[src/rtl/phy_err_params.svh]
`ifndef PHY_ERR_PARAMS_SVH
`define PHY_ERR_PARAMS_SVH

// =====================================================
// Management addressing
`define PHY_OWN_ADDR 5'h01
`define BANK_SEL_BIT 4

// =====================================================
// Register numbers
`define REG_FALSE_CARRIER 5'h13
`define REG_DISCONNECT 5'h14
`define REG_RX_ERR_FRAME 5'h15
`define REG_SYMBOL_ERR 5'h16
`define REG_PREMATURE_EOF 5'h17
`define REG_EOF_ERR_10M 5'h18
`define REG_JABBER 5'h19
`define REG_EQUALIZER 5'h1A
`define REG_LED_SELECT 5'h1B

// =====================================================
// Counter bank layout
`define CNT_W 16
`define CNT_NUM 7
`define CNT_IDX_W 3
`define IDX_FALSE_CARRIER 3'h0
`define IDX_DISCONNECT 3'h1
`define IDX_RX_ERR_FRAME 3'h2
`define IDX_SYMBOL_ERR 3'h3
`define IDX_PREMATURE_EOF 3'h4
`define IDX_EOF_ERR_10M 3'h5
`define IDX_JABBER 3'h6

// =====================================================
// Reset values and fields
`define CNT_RST 16'h0000
`define JABBER_RST 16'h0001
`define EQ_RST 16'h0000
`define LED_CTRL_RST 16'h0000
`define LED_SEL_MSB 2
`define LED_SEL_LSB 0

// =====================================================
// Symbol run grouping
`define SYM_RUN_W 3
`define SYM_RUN_LEN 32'h6

`endif

[src/rtl/phy_err_pkg.sv]
`include "phy_err_params.svh"

package phy_err_pkg;

    typedef logic [`CNT_W-1:0] word_t;

    typedef struct packed {
        logic [`CNT_NUM-1:0][`CNT_W-1:0] cnt;
        word_t eq_reg;
        word_t led_ctrl;
        logic [`SYM_RUN_W-1:0] sym_run;
        logic err_pend;
        word_t rdata;
        logic ack;
        logic act_led;
        logic link_led;
    } state_s;

endpackage

[src/rtl/phy_error_counters_led_select.sv]
`timescale 1ns/100ps
`default_nettype none
`include "phy_err_params.svh"

// Operation
// - False carrier count fills 16 bits, read only, cleared by reading.
// - Disconnect counter advances one per receive disconnect event.
// - All counters stop at all ones and clear after a read.
// - Receive error frame counter advances at most once per errored frame.
// - Symbol error counter advances on invalid received symbols.
// - One count per run of up to six consecutive bad symbols, taken on its first.
// - Premature end of frame counter advances once per premature termination.
// - 10 Mb end of frame error counter advances once per event.
// - Jabber counter advances per jabber event; resets to one.
// - Equalizer register is 16-bit read-write storage without function.
// - LED control bits 15:3 are stored read-write with no function.
// - Bank answers as management registers 16 through 31.
// - Only management accesses to PHY address 00001b are answered.
module phy_error_counters_led_select
    import phy_err_pkg::*;
#(
    // Bad symbols folded into one count; at most 8 fit the 3-bit run counter
    parameter int SYM_RUN_LEN = `SYM_RUN_LEN
)
(
    input wire logic mclk_in,
    input wire logic rst_in,
    input wire logic mgmt_rd_in,
    input wire logic mgmt_wr_in,
    input wire logic [4:0] mgmt_phy_addr_in,
    input wire logic [4:0] mgmt_reg_addr_in,
    input wire logic [15:0] mgmt_wdata_in,
    output logic [15:0] mgmt_rdata_out,
    output logic mgmt_ack_out,
    input wire logic false_carrier_evt_in,
    input wire logic disconnect_evt_in,
    input wire logic symbol_strobe_in,
    input wire logic symbol_bad_in,
    input wire logic frame_end_in,
    input wire logic premature_eof_evt_in,
    input wire logic eof_err_10m_evt_in,
    input wire logic jabber_evt_in,
    input wire logic activity_in,
    input wire logic speed_in,
    input wire logic link_in,
    input wire logic collision_in,
    output logic activity_indicator_output_out,
    output logic link_indicator_output_out
);

    // =====================================================
    // Decode helpers

    function automatic logic is_reg(
        input logic [4:0] addr,
        input logic [4:0] reg_no
    );
        is_reg = (addr == reg_no);
    endfunction

    function automatic logic is_cnt(
        input logic [4:0] addr,
        input logic [`CNT_IDX_W-1:0] idx
    );
        logic [4:0] num;
        // Counters sit at consecutive numbers from the false carrier count
        num = `REG_FALSE_CARRIER + {2'h0, idx};
        is_cnt = (addr == num);
    endfunction

    // Saturating count; a clear that meets an event keeps the event
    function automatic word_t bump(
        input word_t cur,
        input logic inc,
        input logic clr
    );
        word_t nxt;
        // A full counter holds at all ones until a read clears it
        nxt = cur;
        if (clr) begin
            nxt = inc ? word_t'(1) : `CNT_RST;
        end else if (inc && (cur != '1)) begin
            nxt = cur + word_t'(1);
        end
        bump = nxt;
    endfunction

    // =====================================================
    // State

    // Jabber counter leaves reset at one, the others at zero
    localparam state_s ST_RST = '{
        cnt: {`JABBER_RST, `CNT_RST, `CNT_RST, `CNT_RST,
              `CNT_RST, `CNT_RST, `CNT_RST},
        eq_reg: `EQ_RST,
        led_ctrl: `LED_CTRL_RST,
        sym_run: '0,
        err_pend: 1'b0,
        rdata: '0,
        ack: 1'b0,
        act_led: 1'b0,
        link_led: 1'b0
    };

    state_s s_q;
    state_s s_d;

    // Last position of a bad-symbol run, where the run counter wraps
    localparam logic [`SYM_RUN_W-1:0] RUN_LAST = `SYM_RUN_W'(SYM_RUN_LEN - 1);

    // Requests are one-cycle strobes; the answer flops raise ack a cycle later
    logic addr_hit;
    logic rd_hit;
    logic wr_hit;
    logic bad_sym;
    logic sym_inc;
    logic frame_close;
    logic err_cause;
    logic frame_inc;
    logic [`CNT_NUM-1:0] evt;
    // Per-counter read strobes, shared by the clear and the read mux
    logic [`CNT_NUM-1:0] rd_clr;
    logic [`LED_SEL_MSB:`LED_SEL_LSB] led_sel;

    // =====================================================
    // Next state

    always_comb begin
        s_d = s_q;

        // =====================================================
        // Access decode

        addr_hit = (mgmt_phy_addr_in == `PHY_OWN_ADDR)
                && mgmt_reg_addr_in[`BANK_SEL_BIT];
        rd_hit = mgmt_rd_in && addr_hit;
        // Read wins when both strobes meet; the write is dropped
        wr_hit = mgmt_wr_in && addr_hit && !mgmt_rd_in;
        s_d.ack = rd_hit || wr_hit;

        // =====================================================
        // Symbol runs and error frames

        bad_sym = symbol_strobe_in && symbol_bad_in;
        sym_inc = 1'b0;
        frame_close = frame_end_in || premature_eof_evt_in;

        if (bad_sym) begin
            sym_inc = (s_q.sym_run == '0);
            if (s_q.sym_run == RUN_LAST) begin
                s_d.sym_run = '0;
            end else begin
                s_d.sym_run = s_q.sym_run + `SYM_RUN_W'(1);
            end
        end else if (symbol_strobe_in) begin
            s_d.sym_run = '0;
        end
        if (frame_close) begin
            s_d.sym_run = '0;
        end

        // once per errored frame
        // A pending flag carries the error to the frame close, so many errors
        // in one frame still add one; a close with a fresh error counts it too
        err_cause = bad_sym || premature_eof_evt_in;
        frame_inc = 1'b0;
        if (frame_close) begin
            frame_inc = s_q.err_pend || err_cause;
            s_d.err_pend = 1'b0;
        end else if (err_cause) begin
            s_d.err_pend = 1'b1;
        end

        // =====================================================
        // Counter bank

        evt[`IDX_FALSE_CARRIER] = false_carrier_evt_in;
        evt[`IDX_DISCONNECT] = disconnect_evt_in;
        evt[`IDX_RX_ERR_FRAME] = frame_inc;
        evt[`IDX_SYMBOL_ERR] = sym_inc;
        evt[`IDX_PREMATURE_EOF] = premature_eof_evt_in;
        // 10 Mb end of frame errors
        evt[`IDX_EOF_ERR_10M] = eof_err_10m_evt_in;
        evt[`IDX_JABBER] = jabber_evt_in;

        for (int i = 0; i < `CNT_NUM; i++) begin
            rd_clr[i] = rd_hit && is_cnt(mgmt_reg_addr_in, `CNT_IDX_W'(i));
        end

        for (int i = 0; i < `CNT_NUM; i++) begin
            s_d.cnt[i] = bump(s_q.cnt[i], evt[i], rd_clr[i]);
        end

        // =====================================================
        // Register access

        // Read data holds the value seen before the clear
        if (rd_hit) begin
            // Unused numbers in the bank answer with zero
            s_d.rdata = '0;
            for (int i = 0; i < `CNT_NUM; i++) begin
                if (rd_clr[i]) begin
                    s_d.rdata = s_q.cnt[i];
                end
            end
            if (is_reg(mgmt_reg_addr_in, `REG_EQUALIZER)) begin
                s_d.rdata = s_q.eq_reg;
            end
            if (is_reg(mgmt_reg_addr_in, `REG_LED_SELECT)) begin
                s_d.rdata = s_q.led_ctrl;
            end
        end

        // Counter writes are dropped; they are read only
        if (wr_hit) begin
            if (is_reg(mgmt_reg_addr_in, `REG_EQUALIZER)) begin
                s_d.eq_reg = mgmt_wdata_in;
            end
            if (is_reg(mgmt_reg_addr_in, `REG_LED_SELECT)) begin
                s_d.led_ctrl = mgmt_wdata_in;
            end
        end

        // =====================================================
        // LED drive

        led_sel = s_q.led_ctrl[`LED_SEL_MSB:`LED_SEL_LSB];
        case (led_sel)
            // Codes 000 to 011 pass live sources, sampled here so the pins lag a cycle
            3'h0: begin
                s_d.act_led = activity_in;
                s_d.link_led = link_in;
            end
            3'h1: begin
                s_d.act_led = speed_in;
                s_d.link_led = collision_in;
            end
            3'h2: begin
                s_d.act_led = speed_in;
                s_d.link_led = link_in;
            end
            3'h3: begin
                s_d.act_led = activity_in;
                s_d.link_led = collision_in;
            end
            // Codes 100 to 111 force the pins: bit 1 the first, bit 0 the second
            3'h4: begin
                s_d.act_led = 1'b0;
                s_d.link_led = 1'b0;
            end
            3'h5: begin
                s_d.act_led = 1'b0;
                s_d.link_led = 1'b1;
            end
            3'h6: begin
                s_d.act_led = 1'b1;
                s_d.link_led = 1'b0;
            end
            default: begin
                s_d.act_led = 1'b1;
                s_d.link_led = 1'b1;
            end
        endcase
    end

    // =====================================================
    // Registers

    // The reset branch loads only the constant image
    always_ff @(posedge mclk_in or posedge rst_in) begin
        if (rst_in) begin
            s_q <= ST_RST;
        end else begin
            s_q <= s_d;
        end
    end

    // =====================================================
    // Outputs

    // Every output comes from a flop, so an LED never glitches on a select change
    assign mgmt_rdata_out = s_q.rdata;
    assign mgmt_ack_out = s_q.ack;
    assign activity_indicator_output_out = s_q.act_led;
    assign link_indicator_output_out = s_q.link_led;

endmodule // phy_error_counters_led_select

`default_nettype wire

[config.mk]
export PLATFORM = sky130hd
export DESIGN_NAME = phy_error_counters_led_select
export DESIGN_NICKNAME = d
export VERILOG_FILES = /design/src/rtl/phy_err_pkg.sv /design/src/rtl/phy_error_counters_led_select.sv
export VERILOG_INCLUDE_DIRS = /design/src /design/src/rtl
export SDC_FILE = /design/constraint.sdc
export NUM_CORES = 1
export LEC_CHECK = 0
export ABC_AREA = 1
export BUFFER_PORTS_ARGS = -buffer_cell sky130_fd_sc_hd__buf_4
export CAP_MARGIN = 25
export CORE_ASPECT_RATIO = 1.5
export CORE_MARGIN = 2
export CORE_UTILIZATION = 55
export DETAILED_ROUTE_END_ITERATION = 10
export PLACE_DENSITY = 0.73
export SYNTH_ARGS = -nofsm -noshare
export SYNTH_HDL_FRONTEND = slang
export SYNTH_SLANG_ARGS = --single-unit
[constraint.sdc]
create_clock -name mclk_in -period 14.4 [get_ports mclk_in]
set_input_delay 2.88 -clock mclk_in [delete_from_list [all_inputs] [get_ports mclk_in]]
set_output_delay 2.88 -clock mclk_in [all_outputs]
set_load 0.01 [all_outputs]
==> summary by stage, run 1 <==
Status
The flow ran to the end, and the final reports show no timing, DRC or antenna violations.

Timing
Setup violations remaining at the end of the flow were counted as 0. The measured slew at the worst slew-check pin is 0.966 ns. Based on the critical path, the design can be clocked at up to roughly 190 MHz. Setup repair after global routing left no endpoint under its margin. After layout, the worst path uses 37.3% of the clock period. Once routing completed, OpenROAD measured the worst setup slack at 9.02 ns. The normalized max-slew margin is a little over a third. The final setup TNS is 0 ns.

The minimum clock period is 5.38 ns. On the final layout, the worst clock skew is 0.0135 ns. The number of max-slew violations in the final report came to 0. The final number of hold-violating endpoints was 0.

Die
The number of I/O pins is 61. The die outline area is 19,800 um^2. The core region is between 15,000 and 20,000 um^2.

The starting density of the core is 55.7%. Measured along the x axis, the die boundary spans 115 um. The number of rows in the core area is 61. The floorplan step set the die height to 171 um.

Critical path
The arrival time reported for the critical path endpoint is 5.70 ns. The critical path runs through a total of 12 cells. The critical path goes through buf_4, inv_2, nor2_4, nand3_4, nor2_8, nand3_1, clkinv_1, a21oi_1, nand2_1, nand3_1, nand2_1, nand2_1. The cell that appears most often on the critical path is nand2_1. The kind of critical path is in -> reg.

The capturing point of the worst reg2reg path is s_q[66]$_DFFE_PP0P_. The end of the critical path is mgmt_rdata_out[14]$_DFFE_PP0P_. The critical path startpoint category is an input pin. The startpoint of the worst register-to-register path is s_q[55]$_DFFE_PP0P_. Among cell families on the critical path, the largest total delay comes from simple AND/OR/NAND/NOR gates. The maximum net fanout on the critical path is 64. Measured in cells, the most critical reg-to-reg path has a length of 9. The worst register-to-register path has a setup slack of around 12 ns. The required arrival time at the worst endpoint is 14.73 ns. The type of element capturing the critical path is a flop. The sum of buffers and inverters on the critical path is 3. The critical path's slowest cell is clkinv_1.

Tracing the worst setup path back leads to its startpoint at mgmt_reg_addr_in[4]. The delay of the slowest cell on the worst path is 0.72 ns.

Min path
The number of cells traversed by the worst hold path is 1. The tightest min-delay check is of the reg -> reg type.

Logic synthesis
The average cell area after synthesis is 7.07 um^2. Counting distinct cell types in the post-synthesis netlist gives 48. Summing the sequential cell areas from Yosys gives 40.8% of the chip area.

When the netlist entered floorplanning its net count stood at 1,499. After synthesis the netlist holds a flip-flop and latch count of 167. Sorting the synthesized cells by area gives the leading types as dfrtp_1, nand2_1, nand3_1, inv_1, o21ai_0.

The number of warnings issued by yosys is 0. After technology mapping, the gate count stands at about 1,500. The async set or reset register ratio after synthesis is 100%. The biggest area consumer among synthesized cells is dfrtp_1. In the synthesized netlist the dominant register cell turns out to be dfrtp_1. The count of flip-flops with a built-in enable after synthesis is 0. The cell area that synthesis handed to floorplanning was 10,300 um^2. The top-area cell type share of the netlist area is between 40% and 50%.

Placed design
The HPWL after detailed placement is 21,700 um. The worst setup timing slack at the placement stage is 8.46 ns. At the end of routability-driven placement, the weighted congestion stood at roughly 1.0. The total of buffers placed on input and output ports is 60.

Finish
The total number of nets in the final design is between 1,500 and 2,000. The antenna diode instance count is 0. The library cell used most frequently in the layout, excluding fill and tap cells, is nand2_1. The post-synthesis to final-layout area growth is 10.8%. The share of final-layout standard cells stronger than drive strength 1 is about 9.1%.

The layout has 1,686 filler cells. In the layout the commonest cells are nand2_1, inv_1, nand3_1, dfrtp_1, o21ai_0.

Route
After the first detailed-routing iteration, the DRC count stood at 1,022. Once detail routing completed, the nets flagged for antenna violations numbered 0. The average wire per standard cell is 16.9 um. Using the TritonRoute via totals, the vias-per-cell ratio works out to roughly 5.7. The residual DRC count is 0. The total length of routed wires is 29,500 um. The first detailed-routing pass ran for 6 iterations.

The total via count after detailed routing is between 9,000 and 10,000.

CTS
The clock passes through at most 2 buffers. The clock latency reported for the late side of the worst-skew pair is 0.44 ns. Hold repair after CTS inserted 0 buffers.

The CTS clock-pin slew for the worst setup and hold paths is about 0.07 ns. In this run the clock root is driven by a clkbuf_16. The setup fix buffers added after clock tree synthesis is 0. The number of gates resized after CTS is 0. The CTS buffer count is 17. TritonCTS built the clock tree. The count of H-tree levels built during CTS is 4. The tree built by TritonCTS fans out to 167 sinks.

GRT
The first global-routing pass estimated 47,800 um of wire. The largest net degree at the start of global routing is 100. The initial antenna violation count was 0.

The combined global-route utilization of all metal layers is 31.1%. The via count of the first global-routing pass was 9,416. The overall overflow remaining after global route is 0.

Job
The tool flagged a number of max-cap violations equal to 0.

Power and ir drop
The maximum vdd ir drop is around 0.000083 V. The leakage power is 5.68 nW. The areal power density over the cells is 144 nW/um^2.
[cells by family (layout without fill, tap and decap cells)]
logic type / Yosys count / in the layout / share of synthesized area, %
AO/OA/AOI/OAI: 252 / 252 / 13.0
XOR/XNOR: 20 / 20 / 1.71
adder cells (fa/ha/maj): 7 / 7 / 0.854
buffers and inverters: 277 / 313 / 11.4
flip-flops: 167 / 167 / 40.8
AND/OR/NAND/NOR: 727 / 727 / 32.2
[final cells by class]
cell class	count	area [um^2]	area share (%)
timing repair buffer	69	523	4.60
inverter	212	801	7.05
clock buffer	18	439	3.86
tap	252	315	2.77
sequential	167	4180	36.8
clock inverter	14	201	1.77
multi-input combinational	1006	4900	43.2
[cell usage after synthesis, drive strengths merged (7+ instances only)]
| cell | n |
|---|---|
| nand2 | 316 |
| inv | 211 |
| nand3 | 173 |
| dfrtp | 166 |
| o21ai | 133 |
| nor2 | 110 |
| a21oi | 90 |
| nor3 | 77 |
| buf | 49 |
| nand4 | 31 |
| xor2 | 20 |
| clkbuf | 16 |
| nor4 | 12 |
| ha | 7 |
[worst min-delay path by stage]
stage                                     from              endpoint  slack [ns]
final                     s_q[127]$_DFFE_PP0P_  s_q[127]$_DFFE_PP0P_        0.47
after global routing      s_q[127]$_DFFE_PP0P_  s_q[127]$_DFFE_PP0P_        0.50
after detailed placement  s_q[127]$_DFFE_PP0P_  s_q[127]$_DFFE_PP0P_        0.46
after global placement    s_q[127]$_DFFE_PP0P_  s_q[127]$_DFFE_PP0P_        0.45
after CTS                 s_q[127]$_DFFE_PP0P_  s_q[127]$_DFFE_PP0P_        0.47
after floorplan           s_q[127]$_DFFE_PP0P_  s_q[127]$_DFFE_PP0P_        0.43
[power breakdown]
| group | leakage (nW) | switching, mW | internal (mW) | total [mW] |
|---|---|---|---|---|
| clock | 0.316 | 0.216 | 0.287 | 0.503 |
| sequential | 2.05 | 0.128 | 0.579 | 0.708 |
| combinational | 3.31 | 0.288 | 0.133 | 0.421 |
[per-layer routing]
metal | routed length (um) | GRT usage [%]
met2 | 14600 | 51.9
met3 | 1480 | 4.12
met1 | 11300 | 37.1
met5 | 0 | 0
met4 | 2060 | 21.0
[registers in the layout (all words and copies together), names as in the netlist]
signal / flops
activity_indicator_output_out: 1
mgmt_rdata_out: 16
s_q: 145
led_sel: 3
mgmt_ack_out: 1
link_indicator_output_out: 1
[through the flow]
stage	instances	power (mW)	hold slack, ns	utilization, %	instance area, um^2
after floorplan	1450	0.972	0.433	-	10300
after global placement	1703	1.12	0.453	58.2	10700
after detailed placement	1704	1.12	0.464	58.2	10700
after CTS	1736	1.63	0.473	61.7	11300
after global routing	1738	1.73	0.505	61.8	11400
final	1738	1.63	0.474	61.8	11400
Power figures use the tool's default switching activity.
==> run 2, diff against run 1 <==
--- a/config.mk
+++ b/config.mk
@@ -6,7 +6,7 @@
 export SDC_FILE = /design/constraint.sdc
 export NUM_CORES = 1
 export LEC_CHECK = 0
-export ABC_AREA = 1
+export ABC_AREA = 0
 export BUFFER_PORTS_ARGS = -buffer_cell sky130_fd_sc_hd__buf_4
 export CAP_MARGIN = 25
 export CORE_ASPECT_RATIO = 1.5
==> constraint.sdc (replaced) <==
create_clock -name mclk_in -period 5.6 [get_ports mclk_in]
set_input_delay 1.12 -clock mclk_in [delete_from_list [all_inputs] [get_ports mclk_in]]
set_output_delay 1.12 -clock mclk_in [all_outputs]
set_load 0.01 [all_outputs]
==> run 2 against run 1 <==
Compared with the run above:
- critical path depth shrank 7
- sequential power grew 130%
- clock skew is 0.0047 ns lower
- cell count down 24%
- critical path type unchanged
- critical endpoint is now s_q[47]$_DFFE_PP0P_
- largest power group unchanged
==> summary by stage, run 2 <==
Status
The run finished with clean final reports.

CTS
Buffers inserted during clock tree synthesis total 17. In this run the deepest clock path goes through 2 buffers. The number of gates resized after CTS is 0. The setup fix buffers added after clock tree synthesis is 0. The later pin in the worst-skew pair is clocked with a latency of ~0.44 ns. After clock tree synthesis, the clock-pin slew on the worst setup and hold paths is 0.07 ns. The number of hold-repair buffers added at the cts stage is 0.

The clock tree synthesis step divided the H-tree into 4 levels. The number of sinks handled by clock tree synthesis is about 170. TritonCTS built the clock tree. The root buffer cell chosen for the clock tree is clkbuf_16.

Power and ir drop
The analysis attributes to cell leakage a power of 4.66 nW. Of the total power, the clock network draws roughly 37%. The worst-case IR drop observed on VDD is just under 0.0002 V. Summed over all nets, the switching power comes to between 1 and 1.5 mW. The net switching share of the total power is a little under a third. For this design the ratio of total power to cell area is 321 nW/um^2. In this run, the combinational gates consume 15.7% of the power.

The internal portion of total power is 2.39 mW. The sequential power share is 47.1%.

Logic synthesis
The biggest area consumer among synthesized cells is dfrtp_1. Yosys attributes the largest share of cell area to dfrtp_1, nor2_1, a21oi_1, xnor2_1, a2bb2oi_1. Counting every net in the synthesized netlist gives 1,127. The top-area cell type share of the netlist area is 42.7%.

Multiplexer cells account for 4.52% of the synthesized area. The fraction of the mapped netlist area in adder cells is less than 1%. Dividing the synthesized area by the synthesized cell count gives 9.02 um^2. The Yosys step of the flow raised 0 warnings. By area, the combinational part of the netlist is dominated by simple AND/OR/NAND/NOR gates.

The fraction of the yosys area taken by sequential cells is 43.0%. The share of synthesized cell area in and, or, nand and nor gates is around 25%. Synthesis produced a netlist whose cell count is approximately 1,100.

The most frequent cell after synthesis is nor2_1. For this run, asynchronously set or reset flops after synthesis account for 100%. The number of library cell types mapped by synthesis is 69. The synthesized netlist devotes 15.4% of its cell area to compound gates.

The synthesized design contains 0 enable-type register cells. The synthesized flop and latch total is roughly 170. The commonest cells after synthesis are nor2_1, dfrtp_1, a21oi_1, nand2_1, xnor2_1. The post-synthesis cell area is 9730 um^2.

The synthesized netlist devotes 6.66% of its cell area to XOR and XNOR gates. Among all flip-flop cells after synthesis, the most frequent one is dfrtp_1.

Critical path
The worst setup path is launched from an input pin. Counting both buffers and inverters, the worst setup path holds a total of 1. The cell family contributing the most delay on the critical path is simple AND/OR/NAND/NOR gates. Data on the critical path is required at its endpoint by 5.91 ns. The arrival time reported for the critical path endpoint is 3.79 ns. The worst setup path is captured at a flop. Of all nets on the critical path, the largest fanout is 30. The critical path goes through buf_4, nand2_2, nor3_2, nor4b_4, mux2_2.

The largest individual stage delay along the critical path comes from the cell nor4b_4. The delay of the slowest cell on the worst path is between 0.9 and 1 ns. The critical path in this run is classified as in -> reg.

Finish
The utilization after layout is 62.6%. Once layout is done, the placed cells without fillers occupy between 10,000 and 15,000 um^2. The fill cell total of the finished layout is roughly 1,400.

The number of flip-flops in the largest register is 145. The antenna diode instance count is 0. The library cell used most frequently in the layout, excluding fill and tap cells, is nor2_1. The post-synthesis to final-layout area growth is 11.6%.

At the end of the flow, the number of nets in the layout was 1,147. s_q holds more flip-flops than any other register. In the layout the commonest cells are nor2_1, dfrtp_1, a21oi_1, buf_4, nand2_1. In the final layout, the share of cells above drive strength 1 is ~14%.

Timing
Summed over all failing endpoints, the final setup total negative slack is 0 ns. The clock arrives with 0.00881 ns of skew. Setup repair after global routing left no endpoint under its margin. The maximum achievable frequency is 288 MHz. The final number of setup-violating endpoints is 0. The final clock period utilization by the worst path is 62.0%. The minimum clock period is 3.47 ns. The number of max-slew violations in the final report was 0. The measured slew at the worst slew-check pin is 1.04 ns. The final number of hold-violating endpoints is 0.

In this run the tightest slew margin relative to its limit is between 30% and 40%. Hold timing on the final database bottoms out at a slack of a little over 0.5 ns.

Min path
The path class of the tightest hold or removal check is reg -> reg.

Route
The remaining number of nets flagged by the antenna check after routing is 0. After detailed routing, the average wire length per cell comes to 18.7 um. After detailed routing, the number of remaining DRC violations is 0. The total length of routed wires is 24,800 um. The number of optimization iterations in the first detailed-route pass is 5. The average vias per placed instance is 6.22. The detailed router's first-iteration violation count is 691.

Detailed routing inserted a total of 8,230 vias.

Job
The max-capacitance violation count is 0.

GRT
The first global-routing pass estimated slightly above 40,000 um of wire. The largest net degree at the start of global routing is 168. In the global route stage, overall resource usage came out at 27.2%.

The overall overflow remaining after global route is 0. The initial antenna violation count is 0. The via count of the first global-routing pass is about 8,000.

Die
The die covers 18,800 um^2. The core area is 17,300 um^2. The number of I/O pins is 61. The die is 167 um tall. The starting density of the core is between 50% and 60%. The initialized floorplan defines 59 standard-cell rows.

The die is between 100 and 150 um wide.

Placed design
The total of buffers placed on input and output ports is 60. The congestion estimate from routability-driven global placement came to 0.919. After legalization and detailed placement, the total HPWL measured 17,800 um. The placed cell area is a little over 10,000 um^2.
-- run 2: logic make-up (layout without fill, tap and decap cells) --
| logic type | count (synthesis) | after routing |
|---|---|---|
| compound gates | 226 | 226 |
| xor+xnor | 74 | 74 |
| fa+ha+maj | 7 | 7 |
| buf+inv | 89 | 122 |
| flops | 167 | 167 |
| mux | 37 | 37 |
| simple gates | 478 | 478 |
-- run 2: path summary, 6_finish.rpt --
kind                                 startpoint              endpoint  slack (ns)  depth (start not counted)
setup / recovery            mgmt_reg_addr_in[1]   s_q[47]$_DFFE_PP0P_        2.13                          5
hold / removal              s_q[45]$_DFFE_PP0P_   s_q[45]$_DFFE_PP0P_        0.51                          1
setup reg to reg           s_q[130]$_DFFE_PP0P_  s_q[119]$_DFFE_PP0P_        3.41                          5
hold reg to reg             s_q[45]$_DFFE_PP0P_   s_q[45]$_DFFE_PP0P_        0.51                          1
max in group asynchronous                rst_in   s_q[77]$_DFFE_PP0P_        3.94                          3
min in group asynchronous                rst_in   s_q[20]$_DFFE_PP0P_        0.86                          3
-- run 2: layout make-up --
cell class | count | area (um^2) | share of cell area [%]
Inverter | 19 | 75.1 | 0.692
Multi-Input combinational cell | 822 | 5120 | 47.2
Tap cell | 213 | 267 | 2.46
Clock inverter | 14 | 211 | 1.95
Clock buffer | 18 | 439 | 4.05
Sequential cell | 167 | 4180 | 38.5
Timing Repair Buffer | 71 | 564 | 5.20
-- run 2: layer usage --
layer | global-route usage (%) | vias up | routed length, um
li1 | - | 3938 | -
met1 | 35.4 | 4032 | 10400
met2 | 45.1 | 216 | 12500
met3 | 3.60 | 44 | 1010
met4 | 12.1 | 0 | 819
met5 | 0 | - | 0
-- run 2: through the flow --
stage	cells	total power, mW	setup slack (ns)
after floorplan	1078	1.98	2.35
after global placement	1288	2.18	1.72
after detailed placement	1290	2.20	1.68
after CTS	1322	3.49	2.14
after global routing	1324	3.64	1.85
final	1324	3.48	2.13
-- run 2: power groups by stage --
stage | clock (mW) | combinational [mW] | sequential [mW]
2_1_floorplan | 0 | 0.429 | 1.55
3_3_place_gp | 0 | 0.529 | 1.65
3_5_place_dp | 0 | 0.545 | 1.65
4_1_cts | 1.31 | 0.548 | 1.63
5_1_grt | 1.36 | 0.623 | 1.66
6_report | 1.30 | 0.546 | 1.64
==> run 3, diff against run 2 <==
--- a/config.mk
+++ b/config.mk
@@ -6,14 +6,14 @@
 export SDC_FILE = /design/constraint.sdc
 export NUM_CORES = 1
 export LEC_CHECK = 0
-export ABC_AREA = 0
+export ABC_AREA = 1
 export BUFFER_PORTS_ARGS = -buffer_cell sky130_fd_sc_hd__buf_4
 export CAP_MARGIN = 25
 export CORE_ASPECT_RATIO = 1.5
 export CORE_MARGIN = 2
 export CORE_UTILIZATION = 55
 export DETAILED_ROUTE_END_ITERATION = 10
-export PLACE_DENSITY = 0.73
+export PLACE_DENSITY = 0.76
 export SYNTH_ARGS = -nofsm -noshare
 export SYNTH_HDL_FRONTEND = slang
 export SYNTH_SLANG_ARGS = --single-unit
==> constraint.sdc (replaced) <==
create_clock -name mclk_in -period 2.8 [get_ports mclk_in]
set_input_delay 0.56 -clock mclk_in [delete_from_list [all_inputs] [get_ports mclk_in]]
set_output_delay 0.56 -clock mclk_in [all_outputs]
set_load 0.01 [all_outputs]
==> run 3 against run 2 <==
Compared with the run above:
- via count grew 21%
- flip-flop and latch count is the same
- clock skew is 0.00076 ns higher
- non-clock buffer count increased by 16
- largest power group unchanged
- sequential power up 120%
- utilization fell by 0.21 points
- final area increased by 5.7%
- clock power rose by 79%
- register-to-register slack got worse by 2.8 ns
- critical path depth up 7
- clock-buffer cell count down 1
==> summary by stage, run 3 (synthesis gave the netlist of run 1 again) <==
Status
The flow ran to the end, and the final reports show no timing, DRC or antenna violations.

Power and ir drop
Across the VDD grid, the largest voltage drop is 0.000417 V. For this design the ratio of total power to cell area is ~710 nW/um^2. The completed layout was analyzed and its total power is 8.10 mW. Sequential cells account for 45.2% of the total power. Net switching is 40.0% of the power. The analysis attributes to cell leakage a power of 5.73 nW. The fraction of power consumed by combinational cells is a little over a quarter. The internal power of the cells totals 4.86 mW. Per report_power, the clock group accounts for roughly 29% of the total. The net switching power is 3.24 mW.

Timing
The final number of hold-violating endpoints came to 0. Of the available clock period, the critical path in the final layout requires between 70% and 80%. The clock skew after layout is 0.00957 ns.

The final number of setup-violating endpoints is 0. Setup repair after global routing left no endpoint under its margin. At the pin with the least slew margin, the transition time is 0.710 ns. Subtracting the final worst setup slack from the clock period gives 2.24 ns. The number of max-slew violations in the final report was 0. For the final routed database, the setup TNS stands at 0 ns.

After layout, the worst setup slack is 0.563 ns. The worst pin sits at a relative slew slack of 52.3%. Timing would allow up to between 400 and 500 MHz.

Critical path
The required arrival time at the worst endpoint is 3.12 ns. The maximum net fanout on the critical path is 11. The arrival time reported for the critical path endpoint is 2.56 ns. The critical path is of the reg -> reg type. The type of element capturing the critical path is a flop. The delay of the slowest cell on the worst path is 0.56 ns. Walking the worst path, the cells encountered are ha_1, inv_1, nor3_2, nand3_1, nor2_1, nand2_1, nand2_1, inv_1, nand2_1, inv_1, o21ai_0, a21oi_1. The critical path startpoint category is a flop. Among cell families on the critical path, the largest total delay comes from simple AND/OR/NAND/NOR gates. The sum of buffers and inverters on the critical path is 3.

The critical path's slowest cell is dfstp_2.

Route
The average vias per placed instance is roughly 5.7. The total via count after detailed routing is 9,951. The met2 wirelength from detailed routing is 15,000 um.

For this run, the detailed router's first-pass iteration total came to 8. The met3 wirelength from detailed routing is 1530 um. The detailed router's first-iteration violation count is just under 900. The wire length on met1 is roughly 11,000 um. The remaining number of nets flagged by the antenna check after routing is 0. After detailed routing, the average wire length per cell comes to ~17 um. The top layer used by detailed routing is met4. In the routed design, unresolved DRC markers number 0. The routed design has around 29,000 um of wire.

CTS
The setup fix buffers added after clock tree synthesis is 0. The clock latency reported for the late side of the worst-skew pair is 0.45 ns. The number of gates resized after CTS is 0.

The number of sinks handled by clock tree synthesis is 167. No sink is reached through more buffers than the 2 on the longest clock path. The cell sitting at the root of the clock tree is a clkbuf_16. After clock tree synthesis, the clock-pin slew on the worst setup and hold paths is 0.07 ns. TritonCTS created 17 clock buffers.

The number of hold-repair buffers added at the cts stage is 0. TritonCTS built the clock tree. CTS built an H-tree with a depth of 4.

Placed design
At the placement stage, the worst setup path has a slack of ~0.36 ns. Buffers placed on the I/O ports in this run total 60. The congestion estimate from routability-driven global placement came to 0.971.

The placed wire-length estimate after detailed placement is 22,400 um. The number of placed instances, taps included is around 1,700. Summing all placed instances gives a cell area of 10,900 um^2.

Finish
The post-synthesis to final-layout area growth is 11.9%. The post-route netlist has approximately 10% of its cells at a drive strength greater than 1. Summing all flip-flop and latch instances after layout gives 4180 um^2. The final non-filler cell total is between 1,500 and 2,000. The register with the highest flop count is s_q.

The total number of nets in the final design is 1,540. The finished layout cell area is 11,500 um^2. The register with the most flip-flops in the layout has 145 of them. The library cells used most frequently in the layout, excluding fill and tap cells, are nand2_1, inv_1, nand3_1, dfrtp_1, o21ai_0. The layout has about 1,700 filler cells. 0 antenna diodes ended up in the layout. The multi-input combinational cells in the finished layout cover a total of between 4000 and 5000 um^2. The library cell used most frequently in the layout, excluding fill and tap cells, is nand2_1.

Die
The core area is 18,400 um^2. The number of rows in the core area is 61. The floorplan step defined a die boundary enclosing 19,800 um^2. In this run the horizontal extent of the chip is around 120 um.

From bottom edge to top edge, the die measures between 150 and 200 um. The number of I/O pins is 61. For this configuration, the core starts out at a cell density of 55.7%.

GRT
The via count of the first global-routing pass was 9,654. The combined global-route utilization of all metal layers is between 30% and 40%. The initial antenna violation count was 0.

The total overflow left after global routing is 0. Entering global routing, the biggest net connects ~110 pins. The first-pass GRT wire length is 47,400 um.

Job
Across the run, the number of max-cap violations was 0.

Min path
The class of the tightest hold or removal check is in -> async.
## run 3: worst paths after layout
check                                      from                                  end  slack (ns)  cells after the start
min reg2reg                s_q[127]$_DFFE_PP0P_                 s_q[127]$_DFFE_PP0P_        0.46                      1
max                        s_q[151]$_DFFE_PP1P_                 s_q[161]$_DFFE_PP0P_        0.56                     12
max in group asynchronous                rst_in                 s_q[133]$_DFFE_PP0P_        2.02                      3
min in group mclk_in               collision_in  link_indicator_output_out$_DFF_PP0_        0.33                      3
max reg2reg                s_q[151]$_DFFE_PP1P_                 s_q[161]$_DFFE_PP0P_        0.56                     12
min                                      rst_in                 s_q[148]$_DFFE_PP0P_        0.23                      3
## run 3: stage by stage
| step | utilization (%) | hold slack (ns) |
|---|---|---|
| 4_1_cts | 62.4 | 0.262 |
| 3_3_place_gp | 59.2 | 0.449 |
| 3_5_place_dp | 59.2 | 0.455 |
| 5_1_grt | 62.4 | 0.268 |
| 6_report | 62.4 | 0.234 |
| 2_1_floorplan | - | 0.433 |
## run 3: per-layer routing
| metal | track usage, % | vias to the layer above |
|---|---|---|
| met5 | 0 | - |
| met4 | 17.9 | 0 |
| met1 | 33.7 | 4593 |
| met2 | 55.5 | 403 |
| li1 | - | 4846 |
| met3 | 5.00 | 109 |
## run 3: layout make-up
class                      instances  area share (%)
multi-input combinational       1006            42.8
sequential                       167            36.4
inverter                         212            6.97
timing repair buffer              87            6.02
clock buffer                      17            3.71
tap                              252            2.75
clock inverter                    15            1.35
## run 3: power groups by stage
| stage | registers [mW] | clock network [mW] | logic [mW] |
|---|---|---|---|
| 3_3_place_gp | 3.67 | 0 | 2.03 |
| 2_1_floorplan | 3.41 | 0 | 1.58 |
| 5_1_grt | 3.72 | 2.46 | 2.41 |
| 6_report | 3.66 | 2.33 | 2.11 |
| 3_5_place_dp | 3.66 | 0 | 2.09 |
| 4_1_cts | 3.63 | 2.35 | 2.10 |
## run 3: worst min-delay path: cells and delay by family
kind	cells	cell delay [ns]
buffers and inverters	3	0.52
